[src/core/mims_map.svh]
// Register offsets, field positions and reset values of the monitor interrupt mask and status block.
// Assumes inclusion by bare name from core/ sources; definitions only.
//
// Overview of operation
// - The thermal alert mode bit selects default behaviour of the thermal alert output at 0 and ACPI-style at 1.
// - With enable bit 6 set, the third VID line acts as an active-high external interrupt input when globally enabled.
// - With enable bit 7 set, the fourth VID line acts as an active-high external interrupt input when globally enabled.
// - The per-line VID interrupt enables act only while the global enable in bit 7 of the channel mode register is set.
// - Writing 1 to bit 7 of the configuration register at 40h reinitialises the chip and frees the once-type lock.
// - Status mirror bit 0 (2.5 V rail) and bit 1 (first core rail) read 1 whenever that input is past a limit.
`ifndef MIMS_MAP_SVH
`define MIMS_MAP_SVH

`define MIMS_ADDR_CONFIG_ONE 8'h40
`define MIMS_ADDR_MASK_CFG 8'h44
`define MIMS_ADDR_STATUS_MIRROR 8'h4C
`define MIMS_BIT_REINIT 7
`define MIMS_BIT_GLOBAL_EN 7
`define MIMS_BIT_ONCE 2
`define MIMS_BIT_THERMAL_ALERT_PIN_MODE 3
`define MIMS_BIT_IRQ3_EN 6
`define MIMS_BIT_IRQ4_EN 7
`define MIMS_BIT_RAIL25 0
`define MIMS_BIT_CORE1 1
`define MIMS_RESET_BYTE 8'h00
`define MIMS_MASK_CFG_WMASK 8'hCF

`endif

[src/core/mims_pkg.sv]
// Types shared by the monitor interrupt mask and status block.
// Assumes the map header for all numbers.
package mims_pkg;
    typedef struct packed {
        logic wr;
        logic rd;
        logic [7:0] addr;
        logic [7:0] wdata;
    } mims_req_type;

    typedef struct packed {
        logic alert_acpi;
        logic irq3_live;
        logic irq4_live;
    } mims_cfg_type;
endpackage

[src/core/mims_status_mirror.sv]
// Read-only mirror of the first interrupt status register.
// Assumes limit flags arrive synchronous to clk_sys from the comparison logic.
`timescale 1ns/1ps
`include "mims_map.svh"
module mims_status_mirror (
    // Clock and reset
    input wire logic clk_sys,
    input wire logic srst,
    // Live status from the monitor
    input wire logic [7:0] status_live,
    // Mirror value
    output logic [7:0] mirror
);
    logic [7:0] next_mirror;

    // Mirror only follows the status; no access path can clear it
    always_comb begin
        next_mirror = status_live;
    end

    always_ff @(posedge clk_sys) begin
        if (srst) begin
            mirror <= `MIMS_RESET_BYTE;
        end else begin
            mirror <= next_mirror;
        end
    end
endmodule

[src/core/mims_top.sv]
// Interrupt mask/alert configuration and status mirror block of a hardware monitor.
// Assumes a serial bus engine hands over single-cycle byte accesses synchronous to clk_sys.
`timescale 1ns/1ps
`include "mims_map.svh"
module mims_top (
    // Clock and reset
    input wire logic clk_sys,
    input wire logic srst,
    // Register access from the serial bus engine
    input wire mims_pkg::mims_req_type req,
    output logic [7:0] rdata,
    // Live status flags from the limit comparators
    input wire logic [7:0] status_live,
    // Global enable from the channel mode register
    input wire logic [7:0] chan_mode,
    // VID lines
    input wire logic vid_line_three_irq,
    input wire logic vid_line_four_irq,
    // Configuration outputs
    output mims_pkg::mims_cfg_type cfg,
    output logic ext_irq_event,
    output logic reinit_pulse
);
    ////////////////////////////////////////////////////////////////
    logic [7:0] mask_cfg;
    logic [7:0] next_mask_cfg;
    logic reinit;
    logic next_reinit;
    logic reinit_write;
    logic [7:0] mirror;
    logic [7:0] next_rdata;
    logic next_ext_irq_event;
    logic external_irq_global_enable;
    mims_pkg::mims_cfg_type next_cfg;

    function automatic logic hit(input mims_pkg::mims_req_type r, input logic [7:0] a);
        hit = r.addr == a;
    endfunction

    assign external_irq_global_enable = chan_mode[`MIMS_BIT_GLOBAL_EN];

    // Decoded once so the write path and its checks cannot drift apart
    assign reinit_write = req.wr && hit(req, `MIMS_ADDR_CONFIG_ONE) && req.wdata[`MIMS_BIT_REINIT];

    mims_status_mirror u_mirror (
        .clk_sys(clk_sys),
        .srst(srst),
        .status_live(status_live),
        .mirror(mirror)
    );

    ////////////////////////////////////////////////////////////////
    // Register writes; reserved bits 4-5 stay zero
    always_comb begin
        next_mask_cfg = mask_cfg;
        next_reinit = 1'b0;
        if (req.wr && hit(req, `MIMS_ADDR_MASK_CFG)) begin
            next_mask_cfg = (mask_cfg & ~`MIMS_MASK_CFG_WMASK) | (req.wdata & `MIMS_MASK_CFG_WMASK);
            // Once bit only sets; it stays until reset or reinitialise
            next_mask_cfg[`MIMS_BIT_ONCE] = mask_cfg[`MIMS_BIT_ONCE] | req.wdata[`MIMS_BIT_ONCE];
        end
        if (reinit_write) begin
            next_reinit = 1'b1;
            next_mask_cfg = `MIMS_RESET_BYTE;
        end
    end

    always_ff @(posedge clk_sys) begin
        if (srst) begin
            mask_cfg <= `MIMS_RESET_BYTE;
            reinit <= 1'b0;
        end else begin
            mask_cfg <= next_mask_cfg;
            reinit <= next_reinit;
        end
    end

    assign reinit_pulse = reinit;

    ////////////////////////////////////////////////////////////////
    // Alert mode and external interrupt qualification
    always_comb begin
        next_cfg.alert_acpi = mask_cfg[`MIMS_BIT_THERMAL_ALERT_PIN_MODE];
        next_cfg.irq3_live = mask_cfg[`MIMS_BIT_IRQ3_EN] & external_irq_global_enable;
        next_cfg.irq4_live = mask_cfg[`MIMS_BIT_IRQ4_EN] & external_irq_global_enable;
        next_ext_irq_event = (next_cfg.irq3_live & vid_line_three_irq)
            | (next_cfg.irq4_live & vid_line_four_irq);
    end

    always_ff @(posedge clk_sys) begin
        if (srst) begin
            cfg <= '0;
            ext_irq_event <= 1'b0;
        end else begin
            cfg <= next_cfg;
            ext_irq_event <= next_ext_irq_event;
        end
    end

    ////////////////////////////////////////////////////////////////
    // Read data; the mirror read has no side effect
    always_comb begin
        next_rdata = 8'h00;
        if (req.rd) begin
            if (hit(req, `MIMS_ADDR_MASK_CFG)) begin
                next_rdata = mask_cfg;
            end else if (hit(req, `MIMS_ADDR_STATUS_MIRROR)) begin
                next_rdata = mirror;
            end
        end
    end

    always_ff @(posedge clk_sys) begin
        if (srst) begin
            rdata <= 8'h00;
        end else begin
            rdata <= next_rdata;
        end
    end
endmodule

[config.mk]
export PLATFORM = sky130hd
export DESIGN_NAME = mims_top
export DESIGN_NICKNAME = d
export VERILOG_FILES = /design/src/core/mims_pkg.sv /design/src/core/mims_status_mirror.sv /design/src/core/mims_top.sv
export VERILOG_INCLUDE_DIRS = /design/src /design/src/core
export SDC_FILE = /design/constraint.sdc
export NUM_CORES = 1
export LEC_CHECK = 0
export ABC_AREA = 1
export BUFFER_PORTS_ARGS = -buffer_cell sky130_fd_sc_hd__buf_2
export CORE_ASPECT_RATIO = 1.4
export CORE_MARGIN = 5
export CORE_UTILIZATION = 25
export CTS_CLUSTER_DIAMETER = 60
export DETAILED_ROUTE_END_ITERATION = 16
export PLACE_DENSITY_LB_ADDON = 0.05
export SETUP_SLACK_MARGIN = 0.15
export SKIP_CTS_REPAIR_TIMING = 1
export SYNTH_ARGS = -nofsm -noshare
export SYNTH_HDL_FRONTEND = slang
export SYNTH_HIERARCHICAL = 1
export SYNTH_SLANG_ARGS = --single-unit
[constraint.sdc]
create_clock -name clk_sys -period 2.8 [get_ports clk_sys]
set_input_delay 0.56 -clock clk_sys [delete_from_list [all_inputs] [get_ports clk_sys]]
set_output_delay 0.56 -clock clk_sys [all_outputs]
set_load 0.02 [all_outputs]
==> impl_metrics.json <==
{
  "synth_edf_count": 0,
  "synthSimpleGateAreaFrac_pct": 31.0,
  "ys_seq_elements": 27,
  "critPathTopFamily": "simple AND/OR/NAND/NOR gates",
  "yosys.area.top_type_share_pct": 51.2,
  "htreeDepth": 1,
  "rsz0062_at_grt": "false",
  "die_w_um": 64.9,
  "drt-wirelength-per-cell_um": 9.81,
  "synthMuxAreaShare_pct": 0,
  "yosysUniqueCellTypes": 16,
  "critPathBufInv": 2,
  "skew_ps": 1.08,
  "synth_top_family_by_area": "simple AND/OR/NAND/NOR gates",
  "yosys.area_share.xor_xnor_pct": 0,
  "synth_fp_nets": 185,
  "antenna_found_initial": 0,
  "drtIter0Drc": 3,
  "clkLatencyLatePin_ps": 260,
  "cp_data_arrival_time_ps": 1660,
  "cp-startpoint": "req[11]",
  "dp_hpwl_um": 1920,
  "cp_slowest_cell": "nor2_2",
  "synth-compound-area-share_pct": 4.15,
  "crit_type": "input pin to flip-flop",
  "layout_setup_ws_ps": 1350,
  "root_buffer": "clkbuf_8",
  "p_leak_nw": 0.699,
  "synthArstFlopShare_pct": 0,
  "cp-end-kind": "flip-flop",
  "drive_gt1_share_pct": 26.3,
  "wl_um": 2310,
  "r2r-start": "mask_cfg[6]",
  "yosysWarnings": 6,
  "cts_made_buffers": 3,
  "place_congestion": 0.768,
  "layout_min_cycle_time_ps": 1450,
  "hp-start": "u_mirror/mirror[4]",
  "slew_viol_final": 0,
  "rows": 28,
  "maxCapViolCount": 0,
  "num-fill-cells": 484,
  "cts_tree": "done",
  "synthTopCellsByCount": "inv_1, nor2_1, nand2_1",
  "grt_max_degree": 15,
  "power_mw": 0.651,
  "vias": 928,
  "powerDensity_mw_per_mm2": 484,
  "grt_pass1_wl_um": 3990,
  "multi_input_area_sq_um": 372,
  "cp_max_fo": 11,
  "worst_ep_required_time_ps": 3010,
  "status": "completed",
  "worstPathCellList": "buf_2 > inv_1 > nand2_1 > nor2_2 > nand3_2 > nand2_1 > nand2_1 > nor2_1",
  "die_y_um": 86.9,
  "grt_overflow": 0,
  "cts.sinks": 27,
  "syn_inst": 147,
  "num_antenna_cells": 0,
  "ys.flop_type": "dfxtp_1",
  "fin_crit_sh_pct": 51.9,
  "ios": 51,
  "yosysTopAreaCell": "dfxtp_1",
  "viasPerCell": 3.95,
  "fin_tns_setup_ps": 0,
  "ff_latch_area_sq_um": 541,
  "grt_use_total_pct": 9.24,
  "start_util_pct": 25.3,
  "finalSetupViolCount": 0,
  "die-area_sq_mm": 0.00564,
  "first_pass_iters": 4,
  "pre_cts_slack_ps": 1060,
  "syn_area_sq_mm": 0.00106,
  "nets": 229,
  "numPortBuffers": 41,
  "synth_fa_ha_area_share_pct": 0,
  "worstMarginPinSlew_ps": 454,
  "grt_pass1_vias": 917,
  "clkSlewWorstSetupHoldPaths_ps": 80,
  "avgSynthCellArea_sq_um": 7.18,
  "r2r_setup_slack_ps": 1960,
  "synth_seq_area_share_pct": 51.2,
  "drc": 0,
  "slew_headroom_pct": 69.7,
  "cts_buffer_depth": 2,
  "ant_nets": 0,
  "synth_area_leaders": "dfxtp_1, inv_1, nor2_1, nand2_1, a21oi_1",
  "finalHoldViolCount": 0,
  "fmax_ghz": 0.688,
  "syn_to_final_growth_pct": 27.3,
  "start_kind": "input pin",
  "slowest_delay_ps": 380,
  "core_sq_mm": 0.00417,
  "hp-class": "flip-flop to flip-flop",
  "peakVddDrop_uv": 167,
  "cp_common_cell": "nand2_1"
}
## worst paths after layout
| check | endpoint | cells after the start |
|---|---|---|
| max | mask_cfg[1] | 8 |
| min | rdata[4] | 2 |
| max reg2reg | ext_irq_event | 3 |
| min reg2reg | rdata[4] | 2 |
## area by class of cell
| class | instances | area share, % |
|---|---|---|
| well taps | 45 | 4.19 |
| clock buffers | 4 | 3.35 |
| multi-input cells | 85 | 27.7 |
| flip-flops and latches | 27 | 40.2 |
| repair buffers | 41 | 15.3 |
| inverters | 33 | 9.31 |
## layer usage
| metal | vias up | wire length (um) | part of all wire [%] | global-route usage, % |
|---|---|---|---|---|
| met5 | - | 0 | 0 | 0 |
| met4 | 0 | 26 | 1.1 | 4.04 |
| met3 | 2 | 169 | 7.3 | 2.45 |
| met2 | 26 | 1130 | 49 | 15.7 |
| met1 | 383 | 982 | 43 | 10.8 |
| li1 | 517 | - | - | - |
## metrics by stage
stage	utilization (%)	cell area [sq um]	hold WS, ps	instances
4_1_cts	32.2	1340	431	235
5_1_grt	32.2	1340	459	235
3_5_place_dp	31.2	1300	417	231
2_1_floorplan	-	1060	408	147
6_report	32.2	1340	433	235
3_3_place_gp	31.2	1300	420	231
## cell usage in the layout, fill, tap and decap left out
cell,count
buf_2,41
inv_1,32
nor2_1,32
nand2_1,30
dfxtp_1,27
a21oi_1,7
nand4_1,4
nand3_1,4
clkbuf_8,3
nor2_2,2
nor3_1,2
nor2_4,1
nand3_2,1
nand2_2,1
clkinv_2,1
a22o_1,1
clkbuf_1,1
## power breakdown
group / internal [mW] / leakage [nW] / switching (mW) / total (mW)
combinational: 0.0223 / 0.457 / 0.0277 / 0.0499
clock: 0.102 / 0.0228 / 0.108 / 0.210
sequential: 0.390 / 0.220 / 0.00150 / 0.391
total: 0.514 / 0.699 / 0.137 / 0.651
## flip-flops by register name, indices dropped and copies added, names as in the netlist
register and cells:
u_mirror/mirror 8, mask_cfg 6, cfg 3, reinit_pulse 1, ext_irq_event 1, rdata 8
## kinds of logic (layout without fill, tap and decap cells)
group                  after synthesis  after routing
AND/OR/NAND/NOR                     77             77
AO/OA/AOI/OAI                        8              8
buffers and inverters               35             78
flip-flops                          27             27
## worst register-to-register path, stage by stage, from the launching register on
cell     delay [ps]
dfxtp_1         350
inv_1            60
nor3_1          220
a22o_1          170
(Power assumes the default switching activity.)
